`src/hw/sdp_pkg.sv`:
```
// Package of constants for the synthesizer program word decoder
package sdp_pkg;
    // ==========================================================
    // Register byte offsets on the AXI4-Lite bus
    localparam logic [7:0] ADDR_WORD   = 8'h00;
    localparam logic [7:0] ADDR_STATUS = 8'h04;
    localparam logic [7:0] ADDR_CTRL   = 8'h08;
    localparam logic [7:0] ADDR_RFMAIN = 8'h0c;
    localparam logic [7:0] ADDR_RFREF  = 8'h10;
    localparam logic [7:0] ADDR_IFMAIN = 8'h14;
    localparam logic [7:0] ADDR_SPLIT  = 8'h18;
    // ==========================================================
    // Word layout
    localparam int WORD_W          = 24;
    localparam int N_MSB           = 23;
    localparam int N_LSB           = 13;
    localparam int FN_MSB          = 12;
    localparam int FN_LSB          = 1;
    localparam int PD_BIT          = 23;
    localparam int PSEL_BIT        = 22;
    localparam int R_MSB           = 21;
    localparam int R_LSB           = 16;
    localparam int FD_MSB          = 15;
    localparam int FD_LSB          = 4;
    localparam int IFN_MSB         = 22;
    localparam int IFN_LSB         = 4;
    localparam logic [3:0] SEL_RFREF  = 4'h3;
    localparam logic [3:0] SEL_IFMAIN = 4'h5;
    // ==========================================================
    // Divide fields and prescaler bases
    localparam logic [6:0] BASE_SMALL = 7'h10;
    localparam logic [6:0] BASE_LARGE = 7'h20;
    localparam logic [12:0] MID_WEIGHT = 13'h0004;
    // ==========================================================
    // Control bits and reset values
    localparam int CTRL_AUTO_POWER_UP_BIT      = 0;
    localparam logic [23:0] RST_WORD  = 24'h000000;
    localparam logic [5:0]  RST_R     = 6'h01;
    // ==========================================================
    // AXI answer codes and write channel states
    localparam logic [1:0] RESP_OKAY   = 2'h0;
    localparam logic [1:0] RESP_SLVERR = 2'h2;
    typedef enum logic [2:0] {
        ST_IDLE = 3'b001,
        ST_WAIT = 3'b010,
        ST_RESP = 3'b100
    } sdp_wr_t;
endpackage

```
`src/hw/sdp_regs.sv`:
```
// Program word decoder with AXI4-Lite slave and power control
//
// Our own choices: the placing of the registers and the AXI4-Lite register port.
`timescale 1ns/10ps
module sdp_regs (
    // Clock and reset
    input  wire logic        aclk,
    input  wire logic        aresetn,
    // AXI4-Lite write address, data and response
    input  wire logic [7:0]  s_axi_awaddr,
    input  wire logic        s_axi_awvalid,
    output logic             s_axi_awready,
    input  wire logic [31:0] s_axi_wdata,
    input  wire logic [3:0]  s_axi_wstrb,
    input  wire logic        s_axi_wvalid,
    output logic             s_axi_wready,
    output logic [1:0]       s_axi_bresp,
    output logic             s_axi_bvalid,
    input  wire logic        s_axi_bready,
    // AXI4-Lite read
    input  wire logic [7:0]  s_axi_araddr,
    input  wire logic        s_axi_arvalid,
    output logic             s_axi_arready,
    output logic [31:0]      s_axi_rdata,
    output logic [1:0]       s_axi_rresp,
    output logic             s_axi_rvalid,
    input  wire logic        s_axi_rready,
    // Chip enable pin
    input  wire logic        chip_enable,
    // Decoded settings
    output logic [10:0]      rf_main_count,
    output logic [11:0]      rf_frac_numerator,
    output logic [11:0]      rf_frac_denominator,
    output logic [5:0]       rf_reference_divider,
    output logic             rf_prescaler_select,
    output logic [18:0]      if_main_count,
    output logic [12:0]      rf_total_divide,
    output logic             rf_loop_on,
    output logic             rf_cp_tristate,
    output logic             if_loop_on
);
    // ==========================================================
    // Chip enable synchroniser
    logic ce_m_q, ce_q;
    always_ff @(posedge aclk) begin
        if (!aresetn) begin
            ce_m_q <= 1'b0;
            ce_q   <= 1'b0;
        end else begin
            ce_m_q <= chip_enable;
            ce_q   <= ce_m_q;
        end
    end

    // ==========================================================
    // Write channel
    sdp_pkg::sdp_wr_t wst_q, wst_d;
    logic [7:0]  awaddr_q, awaddr_d;
    logic [31:0] wdata_q, wdata_d;
    logic        have_aw_q, have_aw_d, have_w_q, have_w_d;
    logic [1:0]  bresp_q, bresp_d;
    logic        wr_fire;
    logic [3:0]  wsel;

    assign s_axi_awready = (wst_q != sdp_pkg::ST_RESP) && !have_aw_q;
    assign s_axi_wready  = (wst_q != sdp_pkg::ST_RESP) && !have_w_q;
    assign s_axi_bvalid  = (wst_q == sdp_pkg::ST_RESP);
    assign s_axi_bresp   = bresp_q;

    // Collects address and data in either order, then answers
    always_comb begin
        wst_d     = wst_q;
        awaddr_d  = awaddr_q;
        wdata_d   = wdata_q;
        have_aw_d = have_aw_q;
        have_w_d  = have_w_q;
        bresp_d   = bresp_q;
        wr_fire   = 1'b0;
        unique case (wst_q)
            sdp_pkg::ST_IDLE, sdp_pkg::ST_WAIT: begin
                if (s_axi_awvalid && s_axi_awready) begin
                    awaddr_d  = s_axi_awaddr;
                    have_aw_d = 1'b1;
                end
                if (s_axi_wvalid && s_axi_wready) begin
                    wdata_d  = s_axi_wdata;
                    have_w_d = 1'b1;
                end
                wst_d = (have_aw_d || have_w_d) ? sdp_pkg::ST_WAIT : sdp_pkg::ST_IDLE;
                if (have_aw_d && have_w_d) begin
                    wr_fire   = 1'b1;
                    have_aw_d = 1'b0;
                    have_w_d  = 1'b0;
                    wst_d     = sdp_pkg::ST_RESP;
                    bresp_d   = (awaddr_d == sdp_pkg::ADDR_WORD || awaddr_d == sdp_pkg::ADDR_CTRL)
                              ? sdp_pkg::RESP_OKAY : sdp_pkg::RESP_SLVERR;
                end
            end
            sdp_pkg::ST_RESP: begin
                if (s_axi_bready) begin
                    wst_d = sdp_pkg::ST_IDLE;
                end
            end
            default: wst_d = sdp_pkg::ST_IDLE;
        endcase
    end

    // Write channel registers
    always_ff @(posedge aclk) begin
        if (!aresetn) begin
            wst_q     <= sdp_pkg::ST_IDLE;
            awaddr_q  <= 8'h00;
            wdata_q   <= 32'h00000000;
            have_aw_q <= 1'b0;
            have_w_q  <= 1'b0;
            bresp_q   <= sdp_pkg::RESP_OKAY;
        end else begin
            wst_q     <= wst_d;
            awaddr_q  <= awaddr_d;
            wdata_q   <= wdata_d;
            have_aw_q <= have_aw_d;
            have_w_q  <= have_w_d;
            bresp_q   <= bresp_d;
        end
    end

    // ==========================================================
    // Word decode into setting registers
    logic [23:0] rfmain_q, rfmain_d, rfref_q, rfref_d, ifmain_q, ifmain_d;
    logic        auto_power_up_q, auto_power_up_d;
    logic        word_wr, main_wr;

    assign wsel    = wdata_d[3:0];
    assign word_wr = wr_fire && (awaddr_d == sdp_pkg::ADDR_WORD) && (&s_axi_wstrb[2:0] || have_w_q);
    assign main_wr = word_wr && !wsel[0];

    // Routes each latched word by its control bits
    always_comb begin
        rfmain_d = rfmain_q;
        rfref_d  = rfref_q;
        ifmain_d = ifmain_q;
        auto_power_up_d   = auto_power_up_q;
        if (main_wr) begin
            rfmain_d = wdata_d[23:0];
            if (auto_power_up_q) begin
                ifmain_d[sdp_pkg::PD_BIT] = 1'b0;
            end
        end else if (word_wr && wsel == sdp_pkg::SEL_RFREF) begin
            rfref_d = wdata_d[23:0];
        end else if (word_wr && wsel == sdp_pkg::SEL_IFMAIN) begin
            ifmain_d = wdata_d[23:0];
        end
        if (wr_fire && awaddr_d == sdp_pkg::ADDR_CTRL) begin
            auto_power_up_d = wdata_d[sdp_pkg::CTRL_AUTO_POWER_UP_BIT];
        end
    end

    // Setting registers
    always_ff @(posedge aclk) begin
        if (!aresetn) begin
            rfmain_q <= sdp_pkg::RST_WORD;
            rfref_q  <= {2'b00, sdp_pkg::RST_R, 16'h0000};
            ifmain_q <= sdp_pkg::RST_WORD;
            auto_power_up_q   <= 1'b0;
        end else begin
            rfmain_q <= rfmain_d;
            rfref_q  <= rfref_d;
            ifmain_q <= ifmain_d;
            auto_power_up_q   <= auto_power_up_d;
        end
    end

    // ==========================================================
    // Field outputs and power control
    logic [5:0] upper;
    logic [2:0] middle;
    logic [1:0] low;

    assign rf_main_count        = rfmain_q[sdp_pkg::N_MSB:sdp_pkg::N_LSB];
    assign rf_frac_numerator    = rfmain_q[sdp_pkg::FN_MSB:sdp_pkg::FN_LSB];
    assign rf_frac_denominator  = rfref_q[sdp_pkg::FD_MSB:sdp_pkg::FD_LSB];
    assign rf_reference_divider = rfref_q[sdp_pkg::R_MSB:sdp_pkg::R_LSB];
    assign rf_prescaler_select  = rfref_q[sdp_pkg::PSEL_BIT];
    assign if_main_count        = ifmain_q[sdp_pkg::IFN_MSB:sdp_pkg::IFN_LSB];

    sdp_divsplit u_split (
        .count  (rf_main_count),
        .psel   (rf_prescaler_select),
        .upper  (upper),
        .middle (middle),
        .low    (low),
        .total  (rf_total_divide)
    );

    // RF power priority: chip enable, then auto power-up, then bit; IF power: chip enable, then bit
    assign rf_loop_on     = ce_q && (auto_power_up_q || !rfref_q[sdp_pkg::PD_BIT]);
    assign rf_cp_tristate = !rf_loop_on;
    assign if_loop_on     = ce_q && !ifmain_q[sdp_pkg::PD_BIT];

    // ==========================================================
    // Read channel
    logic        rvalid_q, rvalid_d;
    logic [31:0] rdata_q, rdata_d;
    logic [1:0]  rresp_q, rresp_d;

    assign s_axi_arready = !rvalid_q;
    assign s_axi_rvalid  = rvalid_q;
    assign s_axi_rdata   = rdata_q;
    assign s_axi_rresp   = rresp_q;

    // Read decode, answer one cycle after address taken
    always_comb begin
        rvalid_d = rvalid_q;
        rdata_d  = rdata_q;
        rresp_d  = rresp_q;
        if (rvalid_q && s_axi_rready) begin
            rvalid_d = 1'b0;
        end
        if (s_axi_arvalid && !rvalid_q) begin
            rvalid_d = 1'b1;
            rresp_d  = sdp_pkg::RESP_OKAY;
            unique case (s_axi_araddr)
                sdp_pkg::ADDR_STATUS: rdata_d = {29'h00000000, ce_q, if_loop_on, rf_loop_on};
                sdp_pkg::ADDR_CTRL:   rdata_d = {31'h00000000, auto_power_up_q};
                sdp_pkg::ADDR_RFMAIN: rdata_d = {8'h00, rfmain_q};
                sdp_pkg::ADDR_RFREF:  rdata_d = {8'h00, rfref_q};
                sdp_pkg::ADDR_IFMAIN: rdata_d = {8'h00, ifmain_q};
                sdp_pkg::ADDR_SPLIT:  rdata_d = {8'h00, rf_total_divide, upper, middle, low};
                default: begin
                    rdata_d = 32'h00000000;
                    rresp_d = sdp_pkg::RESP_SLVERR;
                end
            endcase
        end
    end

    // Read channel registers
    always_ff @(posedge aclk) begin
        if (!aresetn) begin
            rvalid_q <= 1'b0;
            rdata_q  <= 32'h00000000;
            rresp_q  <= sdp_pkg::RESP_OKAY;
        end else begin
            rvalid_q <= rvalid_d;
            rdata_q  <= rdata_d;
            rresp_q  <= rresp_d;
        end
    end

    // ==========================================================
    // Assertions
    property p_main_decode;
        @(posedge aclk) disable iff (!aresetn)
        main_wr |=> rf_main_count == $past(wdata_d[23:13]);
    endproperty
    a_main_decode: assert property (p_main_decode) else $error("main count not taken");

    property p_split;
        @(posedge aclk) disable iff (!aresetn)
        rf_total_divide == 13'((rf_prescaler_select ? 32 : 16) * rf_main_count[10:5]
                          + 4 * rf_main_count[4:2] + rf_main_count[1:0]);
    endproperty
    a_split: assert property (p_split) else $error("divide total wrong");

    property p_ref_decode;
        @(posedge aclk) disable iff (!aresetn)
        (word_wr && wsel == sdp_pkg::SEL_RFREF) |=> rf_reference_divider == $past(wdata_d[21:16])
            && rf_frac_denominator == $past(wdata_d[15:4]);
    endproperty
    a_ref_decode: assert property (p_ref_decode) else $error("reference word wrong");

    property p_ce_low;
        @(posedge aclk) disable iff (!aresetn)
        !ce_q |-> !rf_loop_on && !if_loop_on && rf_cp_tristate;
    endproperty
    a_ce_low: assert property (p_ce_low) else $error("chip enable low not obeyed");

    property p_auto_power_up_up;
        @(posedge aclk) disable iff (!aresetn)
        (ce_q && auto_power_up_q) |-> rf_loop_on;
    endproperty
    a_auto_power_up_up: assert property (p_auto_power_up_up) else $error("auto power-up ignored");

    property p_pd_bit;
        @(posedge aclk) disable iff (!aresetn)
        (ce_q && !auto_power_up_q) |-> rf_loop_on == !rfref_q[23];
    endproperty
    a_pd_bit: assert property (p_pd_bit) else $error("RF power bit ignored");

    property p_if_clear;
        @(posedge aclk) disable iff (!aresetn)
        (main_wr && auto_power_up_q) |=> !ifmain_q[23];
    endproperty
    a_if_clear: assert property (p_if_clear) else $error("IF power-down not cleared");

    property p_if_decode;
        @(posedge aclk) disable iff (!aresetn)
        (word_wr && wsel == sdp_pkg::SEL_IFMAIN) |=> if_main_count == $past(wdata_d[22:4]);
    endproperty
    a_if_decode: assert property (p_if_decode) else $error("IF word wrong");

    property p_route;
        @(posedge aclk) disable iff (!aresetn)
        (word_wr && wsel[0]) |=> $stable(rfmain_q);
    endproperty
    a_route: assert property (p_route) else $error("wrong word routed");

    c_main: cover property (@(posedge aclk) main_wr);
    c_ref:  cover property (@(posedge aclk) word_wr && wsel == sdp_pkg::SEL_RFREF);
    c_ifcl: cover property (@(posedge aclk) main_wr && auto_power_up_q && ifmain_q[23]);
endmodule

```
`src/hw/sdp_divsplit.sv`:
```
// Splits an RF main count into upper, middle and low fields
`timescale 1ns/10ps
module sdp_divsplit (
    // Count in
    input  wire logic [10:0] count,
    input  wire logic        psel,
    // Fields and total out
    output logic      [5:0]  upper,
    output logic      [2:0]  middle,
    output logic      [1:0]  low,
    output logic      [12:0] total
);
    // Field split and divide total
    always_comb begin
        upper  = count[10:5];
        middle = count[4:2];
        low    = count[1:0];
        total  = 13'(({6'h00, psel ? sdp_pkg::BASE_LARGE : sdp_pkg::BASE_SMALL}) * {7'h00, upper})
               + sdp_pkg::MID_WEIGHT * {10'h000, middle} + {11'h000, low};
    end
endmodule

```
`config.mk`:
```
export PLATFORM = sky130hd
export DESIGN_NAME = sdp_regs
export DESIGN_NICKNAME = d
export VERILOG_FILES = /design/src/hw/sdp_pkg.sv /design/src/hw/sdp_regs.sv /design/src/hw/sdp_divsplit.sv
export SDC_FILE = /design/constraint.sdc
export NUM_CORES = 1
export LEC_CHECK = 0
export BUFFER_PORTS_ARGS = -buffer_cell sky130_fd_sc_hd__buf_4
export CELL_PAD_IN_SITES_DETAIL_PLACEMENT = 0
export CELL_PAD_IN_SITES_GLOBAL_PLACEMENT = 2
export CORE_MARGIN = 2
export CORE_UTILIZATION = 32
export CTS_CLUSTER_DIAMETER = 30
export DETAILED_ROUTE_END_ITERATION = 8
export MAX_ROUTING_LAYER = met4
export PLACE_DENSITY = 0.89
export SLEW_MARGIN = 20
export SYNTH_ARGS = -nofsm -noshare
export SYNTH_HDL_FRONTEND = slang
export SYNTH_SLANG_ARGS = --single-unit
```
`constraint.sdc`:
```
create_clock -name aclk -period 3.8 [get_ports aclk]
set_input_delay 0 -clock aclk [delete_from_list [all_inputs] [get_ports aclk]]
set_output_delay 0 -clock aclk [all_outputs]
set_load 0.01 [all_outputs]
```
=== After elaboration in Yosys (flattened, before gate mapping) ===
Index checks and enable logic that the tools add are counted.

* Bits in writable memories: 0
* Bits in latches: 0
* Memories kept: 0
* Output and inout port bits: 118
* Logic and storage cells: 102
* Flip-flop bits (word level): 149
* Bits in read-only memories: 0
* Bits of input ports: 60

* Equal/unequal tests: 17
* Magnitude comparators: 0
* Multiplexer cells: 27
* $add $sub $neg: 2
* Bitwise operators: 2
* Reduce and logical (&&, ||, !) cells: 37
* Div/mod/pow operators: 0
* Shifts and indexed selects: 0
* Multipliers: 1

{| class="wikitable"
|+ Operators by type and width
! cell !! number
|-
| $pmux W24 S6 || 1
|-
| $mux W24 || 4
|-
| $eq A8 B4 Y1 const B || 4
|-
| $eq A8 B5 Y1 const B || 3
|-
| $mux W8 || 3
|-
| $logic_not A8 Y1 || 2
|-
| $logic_and A1 B1 Y1 || 15
|-
| $add A13 B2 Y13 || 1
|-
| $add A13 B5 Y13 || 1
|-
| $mul A7 B6 Y13 || 1
|-
| $mux W1 || 12
|-
| $reduce_and A3 Y1 || 3
|-
| $eq A8 B3 Y1 const B || 1
|-
| $logic_not A1 Y1 || 7
|-
| $mux W2 || 3
|-
| $mux W3 || 2
|-
| $mux W6 || 1
|-
| $pmux W3 S2 || 1
|-
| $reduce_or A6 Y1 || 1
|-
| $eq A4 B2 Y1 const B || 1
|-
| $eq A4 B3 Y1 const B || 1
|-
| $logic_or A1 B1 Y1 || 4
|-
| $ne A2 B2 Y1 const B || 2
|-
| $reduce_and A2 Y1 || 2
|-
| 8 further kinds || 10
|}

=== Logic depth before layout (Yosys ltp) ===
Gate-level depths: netlist of run 1.

* Depth in word-level cells: 14
* Mapped depth: 12
* Depth with buffers taken out: 11

=== Modules after synthesis ===
Synthesis of run 1 repeated with hierarchy kept, for this count alone.

* Cell total of the unflattened synthesis: 819
* Area total of the unflattened synthesis: 6820.3 um^2

{| class="wikitable"
|+ By module, submodules not included
! module !! sequential area each (um^2) !! times used !! cells an instance !! area each (um^2)
|-
| sdp_regs || 2782.7 || 1 || 749 || 6234.7
|-
| sdp_divsplit || 0.0 || 1 || 70 || 585.6
|}

=== Least setup slack after synthesis of run 1 ===
No wires, ideal clock.

* Kind: register to register
* From: register rfref_q[22]
* To: register rdata_q[21] (netlist: s_axi_rdata[21])
* Stages on the path, launching flop included: 11
* Setup slack: 0.943 ns
* Arrival: 2.734 ns
* Required time: 3.677 ns
* Clock period less this slack: 2.857 ns
* Setup time: 0.123 ns
* Buffers on the path: 1
* Path through: dfxtp_1 clkbuf_1 mux2_2 ha_1 ha_1 ha_1 nand4_1 o21ai_1 xor2_1 a222oi_1 o21ai_1

* Longest elaborated chain between the ends: 5

{| class="wikitable"
|+ Ends and longest elaborated chain
! element !! line !! source
|-
| start: declaration || sdp_regs.sv:129 || <nowiki>logic [23:0] rfmain_q, rfmain_d, rfref_q, rfref_d, ifmain_q, ifmain_d;</nowiki>
|-
| start signal: assignment || sdp_regs.sv:162 || <nowiki>rfref_q <= {2'b00, sdp_pkg::RST_R, 16'h0000};</nowiki>
|-
| start signal: assignment || sdp_regs.sv:167 || <nowiki>rfref_q <= rfref_d;</nowiki>
|-
| $mux W6 || sdp_divsplit.sv:18 || <nowiki>total = 13'(({6'h00, psel ? sdp_pkg::BASE_LARGE : sdp_pkg::BASE_SMALL}) * {7'h00, upper})</nowiki>
|-
| $mul A7 B6 Y13 || sdp_divsplit.sv:18 ||
|-
| $add A13 B5 Y13 || sdp_divsplit.sv:19 || <nowiki>+ sdp_pkg::MID_WEIGHT * {10'h000, middle} + {11'h000, low};</nowiki>
|-
| $add A13 B2 Y13 || sdp_divsplit.sv:19 ||
|-
| net rf_total_divide[10] || sdp_regs.sv:37 || <nowiki>output logic [12:0] rf_total_divide,</nowiki>
|-
| $pmux W24 S6 || sdp_regs.sv:222 || <nowiki>unique case (s_axi_araddr)</nowiki>
|-
| end signal: assignment || sdp_regs.sv:245 || <nowiki>rdata_q <= rdata_d;</nowiki>
|-
| end: declaration || sdp_regs.sv:203 || <nowiki>logic [31:0] rdata_q, rdata_d;</nowiki>
|}

The timed path passes the listed nets, and every way through them passes these cells.
A chain may end at the register's enable or synchronous reset.

=== Final worst setup path of run 1 ===
* From: register rfref_q[22]
* To: output rf_total_divide[11]

* Longest elaborated chain between the ends: 4

{| class="wikitable"
|+ Ends and longest elaborated chain
! element !! line
|-
| $mux W6 || sdp_divsplit.sv:18
|-
| $mul A7 B6 Y13 || sdp_divsplit.sv:18
|-
| $add A13 B5 Y13 || sdp_divsplit.sv:19
|-
| $add A13 B2 Y13 || sdp_divsplit.sv:19
|-
| end: declaration || sdp_regs.sv:37
|}

No other way between the ends.

==> reports/metrics.cfg, run 1 <==
[worst_setup_path]
cpPeakStageDelay_ns=0.62
cp_top_family=adder cells
cp_max_fo=10
critPathCaptureType=output port
critPathSlowestCell=dfxtp_1
cp.arrival_ns=3.30
critPathMostFrequentCell=ha_1
path_buf_inv=1
cp.required_ns=3.80
cp-start-kind=flop
worstPathCellList=mux2_2 -> ha_1 -> ha_1 -> ha_1 -> nor3_1 -> nor2_1 -> and3_1 -> or2_2 -> buf_4
critPathKind=reg -> out

[clocking]
clkSinkCount=139
cts_max_path_buffers=2
holdBufCountCts=23
clkTransAtPathRegs_ns=0.06
cts_tree=done
cts_setup_buffers=0
clockRootBuffer=clkbuf_16
clk-insertion-delay-late_ns=0.43
cts_buffers=17
h-tree-depth=4
ctsResizeCount=0

[finish]
layout_common_cells=buf_4, dfxtp_1, a21oi_1
nets=1010
antennaDiodeCount=0
fin_util_pct=40.4
final_common_cell=buf_4
synthToLayoutAreaGrowth_pct=23.3
final_layout_size_suffix_gt1_share_pct=26.7
fin_area_um2=9170

[synthesis]
ys.flop_type=dfxtp_1
async_reset_ff_share_pct=0
synth_edf_count=0
synth-seq-cells=139
yosysSeqAreaShare_pct=37.4
synth_top_cell_area_share_pct=37.4
yosys.area.top_type=dfxtp_1
yosysWarnings=0
synth_area_leaders=dfxtp_1, buf_4, mux2_2, a21oi_1, o31ai_1
synth_cell_types=63
syn_inst=850
synth_area_um2=7440
avgSynthCellArea_um2=8.75

[pwr]
p_total_mw=4.86
leakage_nw=3.60
vdd_drop_max_uv=414
p_per_area_nw_per_um2=531

[grt]
grt.busiest_layer=met2
met2_usage_pct=30.8
grt_pass1_wl_um=37600
grtUsageMet3_pct=5.43
antenna_found_initial=0
grt_max_degree=57
use_met1_pct=27.2
track_usage_pct=20.6
overflow=0
grt_pass1_vias=6395

[sta]
final.period_utilization_pct=86.8
finClkSkew_ns=0.00958
tightestPinTransition_ns=1.06
final_max_slew_viol_count=0
setup_viol=0
fin_setup_tns_ns=0
hold_viol_final=0
relSlewSlack_pct=29.1
clock.fmax_mhz=303
finalHoldWorstSlack_ns=0.0130
rsz0062_at_grt=false
fin_crit_ns=3.30

[route]
ant_nets=0
drt-initial-drc-count=656
via_count=6723
dr.pass1.iters=5
vias_per_cell=5.47
finalWirelength_um=24600
wire_per_inst_um=20.1
post-route-drc-count=0

[floorplan]
floorplan.initialDensity_pct=32.7
core_area_um2=22700
std_cell_rows=55
fp.dieH_um=156
die-area_um2=24500
boundaryPins=178
die_x_um=156

[run]
drv_cap=0

[placement]
gp_congestion=0.869
hpwl_um=17400
io_buffers=157
place_area_um2=8320

[worst_hold_path]
hold_class=in -> reg

[outcome]
status=finished, final reports clean

## path summary, 6_finish.rpt
| path | start | to | slack, ns | cells past startpoint |
|---|---|---|---|---|
| setup / recovery | rfref_q[22] | rf_total_divide[11] | 0.50 | 9 |
| hold / removal | s_axi_wdata[13] | wdata_q[13] | 0.01 | 3 |
| setup reg to reg | rfref_q[22] | s_axi_rdata[21] | 0.82 | 9 |
| hold reg to reg | rfmain_q[0] | rfmain_q[0] | 0.44 | 2 |
## synth_stat cells (11+ instances only)
cell	instances
dfxtp_1	139
buf_4	74
a21oi_1	57
clkbuf_1	55
nand2_1	46
nand4_1	40
o31ai_1	37
nor2_1	36
mux2_2	31
nor3_1	31
a31oi_1	25
and2_1	23
nor4_1	23
a22oi_1	20
a22o_1	18
ha_1	18
mux2i_1	16
a21o_1	15
inv_1	13
nor2b_1	11
o21ai_0	11
## logic make-up after synthesis
logic type / share of synthesized area, %
AND/OR/NAND/NOR: 18.2
multiplexers: 6.85
AO/OA/AOI/OAI: 20.8
other: 0.101
XOR/XNOR: 0.824
adder cells (fa/ha/maj): 3.30
buffers and inverters: 12.5
flip-flops: 37.4
## worst min-delay path, delay by kind of cell
kind | cells | cell delay, ns
buffers and inverters | 1 | 0.08
muxes | 1 | 0.19
and+or+nand+nor | 1 | 0.13
## per-stage QoR
step           setup WS (ns)  instances
5_1_grt                0.378       1229
4_1_cts                0.510       1229
2_1_floorplan          0.943        864
3_5_place_dp           0.885       1174
6_report               0.502       1229
3_3_place_gp           0.936       1174
## metal layers
metal  up-vias  share of wire (%)
met5         -                  0
met4         0                1.9
met3        33                7.8
met2       252                 45
met1      3223                 46
li1       3215                  -
## cell type report
type | count | area, µm²
clock buffers | 21 | 470
fillers | 2308 | 13500
clock inverters | 11 | 143
flip-flops and latches | 139 | 2780
repair buffers | 197 | 1550
multi-input cells | 563 | 3820
inverters | 13 | 48.8
well taps | 285 | 357
## where the power goes
| group | total [mW] | switching (mW) | internal [mW] |
|---|---|---|---|
| sequential | 1.65 | 0.0778 | 1.57 |
| clock | 1.73 | 0.648 | 1.08 |
| combinational | 1.49 | 0.984 | 0.503 |
| total | 4.86 | 1.71 | 3.15 |
## sequential cells by signal, indices dropped and copies added (netlist names)
name             count
auto_power_up_q      1
awaddr_q             8
ce_m_q               1
ce_q                 1
have_aw_q            1
have_w_q             1
ifmain_q            24
rfmain_q            24
rfref_q             24
s_axi_bresp          1
s_axi_rdata         24
s_axi_rresp          1
s_axi_rvalid         1
wdata_q             24
wst_q                3
(Power assumes the default switching activity.)
==> run 2, diff against run 1 <==
CORE_ASPECT_RATIO = 0.75   (was default)
clock period = 3.6 ns   (was 3.8 ns; I/O delays follow)
==> reports/metrics.cfg, run 2 (synthesis results as in run 1) <==
[grt]
antenna_found_initial=0
grt_pass1_wl_um=38800
track_usage_pct=21.2
grt_max_degree=74
grt_pass1_vias=6269
overflow=0

[clocking]
cts_setup_buffers=0
cts_max_path_buffers=2
cts_buffers=17
cts_tree=done
ctsResizeCount=0
clk-insertion-delay-late_ns=0.43
clockRootBuffer=clkbuf_16
h-tree-depth=4
holdBufCountCts=22
clkSinkCount=139
clkTransAtPathRegs_ns=0.06

[sta]
tightestPinTransition_ns=0.955
clock.fmax_mhz=307
setup_viol=0
final.period_utilization_pct=90.6
rsz0062_at_grt=false
finClkSkew_ns=0.0105
worst_slack_ns=0.338
relSlewSlack_pct=36.1
hold_viol_final=0
fin_setup_tns_ns=0
final_max_slew_viol_count=0
finalHoldWorstSlack_ns=0.0172
fin_crit_ns=3.26

[worst_setup_path]
path_buf_inv=1
cpPeakStageDelay_ns=0.59
cp_top_family=adder cells
critPathMostFrequentCell=ha_1
critPathSlowestCell=dfxtp_1
critPathKind=reg -> out
cp.required_ns=3.60
worstPathCellList=mux2_2 -> ha_1 -> ha_1 -> ha_1 -> nor3_1 -> nor2_1 -> and3_1 -> or2_2 -> buf_4
reg2reg_from=rfref_q[22]
cp-start-kind=flop
crit_start=rfref_q[22]
cp_max_fo=10
critPathCaptureType=output port
cp.arrival_ns=3.26

[route]
drt-initial-drc-count=608
vias_per_cell=5.39
ant_nets=0
finalWirelength_um=25300
wire_per_inst_um=20.3
post-route-drc-count=0
dr.pass1.iters=5
via_count=6726

[finish]
antennaDiodeCount=0
final_layout_size_suffix_gt1_share_pct=27.2
layout_common_cells=buf_4, dfxtp_1, a21oi_1
nets=1015
synthToLayoutAreaGrowth_pct=24.3
fin_util_pct=40.3
fill_cells=2310
final_common_cell=buf_4

[floorplan]
die_x_um=180
std_cell_rows=48
die-area_um2=24500
floorplan.initialDensity_pct=32.4
core_area_um2=22900
boundaryPins=178
fp.dieH_um=136

[pwr]
seqPwrFrac_pct=33.2
p_int_mw=3.42
p_sw_share_pct=34.7
p_per_area_nw_per_um2=567
switchingPower_mw=1.82
p_total_mw=5.24
p_clk_share_pct=36.8
p_comb_share_pct=30.1
vdd_drop_max_uv=314
leakage_nw=3.63

[placement]
io_buffers=157
gp_congestion=0.878
hpwl_um=18000
post-place-ws_ns=0.696

[outcome]
status=finished, final reports clean

[worst_hold_path]
min_from=s_axi_wdata[13]
hold_class=in -> reg

[run]
drv_cap=0

==> run 2: cell count changes in the layout (fill, tap and decap cells not counted) <==
| cell | delta |
|---|---|
| buf_4 | +6 |
| clkinv_2 | -2 |
| bufinv_16 | +1 |
| clkbuf_8 | +1 |
| dlygate4sd3_1 | -1 |
| nor3_2 | +1 |
| nor3_4 | -1 |
==> run 2: final timing paths <==
kind                            slack, ns  cells past startpoint                   to
worst max register to register       0.68                      9      s_axi_rdata[21]
worst max-delay path                 0.34                      9  rf_total_divide[11]
worst min register to register       0.44                      1                 ce_q
worst min-delay path                 0.02                      3          wdata_q[13]
==> run 2: worst reg2reg max path, stage by stage (launching register included) <==
cell and delay, ns:
dfxtp_1 0.59, mux2_2 0.40, ha_1 0.29, ha_1 0.29
ha_1 0.35, nand4_1 0.12, o21ai_1 0.12, xor2_1 0.21
a222oi_1 0.34, o21ai_1 0.09
==> run 2: power by group through the flow <==
stage	Clock, mW	Combinational [mW]	Sequential (mW)
after global routing	2.02	1.68	1.75
after detailed placement	0	1.53	1.77
after global placement	0	1.52	1.77
final	1.93	1.58	1.74
after CTS	1.94	1.56	1.74
after floorplan	0	1.06	1.74
==> run 2: stage by stage <==
stage | std cells | cell area [µm²]
after floorplan | 864 | 7490
after global placement | 1195 | 8380
after detailed placement | 1195 | 8380
after CTS | 1249 | 9250
after global routing | 1249 | 9250
final | 1249 | 9250
==> run 2: metal layers <==
metal,vias up,part of all wire [%],wire [µm],track usage (%)
li1,3239,-,-,-
met1,3248,51,12900,30.9
met2,218,42,10600,30.2
met3,21,5.9,1500,4.18
met4,0,1.0,263,4.35
met5,-,0,0,-
==> run 2: layout make-up <==
| cell class | count | area, µm² | share of cell area [%] |
|---|---|---|---|
| Multi-Input combinational cell | 563 | 3810 | 41.2 |
| Sequential cell | 139 | 2780 | 30.1 |
| Timing Repair Buffer | 202 | 1580 | 17.1 |
| Clock buffer | 22 | 484 | 5.24 |
| Tap cell | 300 | 375 | 4.06 |
| Clock inverter | 10 | 163 | 1.76 |
| Inverter | 13 | 48.8 | 0.528 |
==> run 3, diff against run 2 <==
CORE_UTILIZATION = 33   (was 32)
CTS_BUF_LIST = sky130_fd_sc_hd__clkbuf_4 sky130_fd_sc_hd__clkbuf_8   (was default)
PLACE_DENSITY = default   (was 0.89)
PLACE_DENSITY_LB_ADDON = 0.1   (was default)
==> reports/metrics.cfg, run 3 (synthesis results as in run 1) <==
[pwr]
p_per_area_nw_per_um2=511
p_comb_share_pct=35.3
switchingPower_mw=1.83
p_sw_share_pct=39.7
leakage_nw=3.51
vdd_drop_max_uv=245
p_total_mw=4.60
seqPwrFrac_pct=37.8
p_clk_share_pct=26.9
p_int_mw=2.78

[worst_setup_path]
critPathKind=reg -> out
reg2reg_slack_ns=0.60
critPathCaptureType=output port
cp_max_fo=10
cp.arrival_ns=3.31
cp-start-kind=flop
cp.required_ns=3.60

[route]
finalWirelength_um=26000
wire_per_inst_um=20.9
post-route-drc-count=0
ant_nets=0
dr.pass1.iters=5
via_count=6947
vias_per_cell=5.58
drt-initial-drc-count=761

[clocking]
clkTransAtPathRegs_ns=0.08
clockRootBuffer=clkbuf_8
clkSinkCount=139
cts_tree=done
h-tree-depth=4
cts_buffers=17
cts_max_path_buffers=2
clk-insertion-delay-late_ns=0.45

[finish]
synthToLayoutAreaGrowth_pct=21.2
instances_no_fill=1245
final_common_cell=buf_4
fin_area_um2=9010
final_layout_size_suffix_gt1_share_pct=26.9
antennaDiodeCount=0
layout_common_cells=buf_4, dfxtp_1, a21oi_1
fin_util_pct=40.8
nets=1017

[sta]
relSlewSlack_pct=26.2
hold_viol_final=0
final_max_slew_viol_count=0
finalHoldWorstSlack_ns=0.0326
final.period_utilization_pct=92.1
worst_slack_ns=0.286
finClkSkew_ns=0.0151
fin_crit_ns=3.31
clock.fmax_mhz=302
fin_setup_tns_ns=0
rsz0062_at_grt=false
tightestPinTransition_ns=1.10
setup_viol=0

[floorplan]
core_area_um2=22100
die_x_um=177
boundaryPins=178
std_cell_rows=47
die-area_um2=23800
fp.dieH_um=134
floorplan.initialDensity_pct=33.6

[worst_hold_path]
hold_class=in -> reg

[outcome]
status=finished, final reports clean

[placement]
post-place-cells=1186
gp_congestion=0.948
hpwl_um=18600
io_buffers=157
place_area_um2=8360
post-place-ws_ns=0.653

[grt]
grt_pass1_vias=6617
grt_max_degree=69
antenna_found_initial=0
grt_pass1_wl_um=39400
overflow=0
track_usage_pct=22.5

[run]
drv_cap=0

==> run 3: cell count changes in the layout (fill, tap and decap cells not counted), moves of 2 or more <==
cell           change
clkbuf_8          +15
bufinv_16          -3
buf_4              -4
clkinv_4           +2
clkinvlp_4         +2
clkbuf_16         -17
dlygate4sd3_1      +5
==> run 3: final cells by class <==
type                            count  area (µm²)
Timing Repair Buffer              204        1620
Sequential cell                   139        2780
Inverter                           13        48.8
Tap cell                          294         368
Clock buffer                       19         262
Clock inverter                     13         119
Fill cell                        2294       13100
Multi-Input combinational cell    563        3810
==> run 3: per-layer routing <==
metal  vias up  global-route usage [%]  part of all wire, %
met5         -                       -                    0
met4         0                    5.24                  1.3
met3        25                    4.00                  6.1
met2       275                    32.8                   44
met1      3420                    32.2                   49
li1       3227                       -                    -
==> run 3: power by group through the flow <==
stage                     registers [mW]  clock network [mW]  logic, mW
after floorplan                     1.74                   0       1.06
after global placement              1.77                   0       1.55
after detailed placement            1.78                   0       1.57
after CTS                           1.74                1.27       1.60
after global routing                1.76                1.34       1.75
final                               1.74                1.24       1.63
==> run 3: worst paths after layout <==
| check | to | startpoint | cells past startpoint |
|---|---|---|---|
| min reg2reg | s_axi_rdata[18] | s_axi_rdata[18] | 2 |
| max reg2reg | s_axi_rdata[22] | rfref_q[22] | 9 |
| min | wdata_q[4] | s_axi_wdata[4] | 3 |
| max | rf_total_divide[11] | rfref_q[22] | 9 |
==> run 3: worst max-delay path, cell delays in order, from the launching register on <==
cell and delay, ns:
dfxtp_1 0.62, mux2_2 0.40, ha_1 0.29, ha_1 0.29, ha_1 0.35, nor3_1 0.20, nor2_1 0.08, and3_1 0.19
or2_2 0.29, buf_4 0.14
==> run 3: timing repair <==
item / 4_1_cts / 5_1_grt
hold endpoints to repair: 36 / 0
gates resized for setup: 0 / 0
setup buffers: 0 / 0
hold buffers: 27 / 0
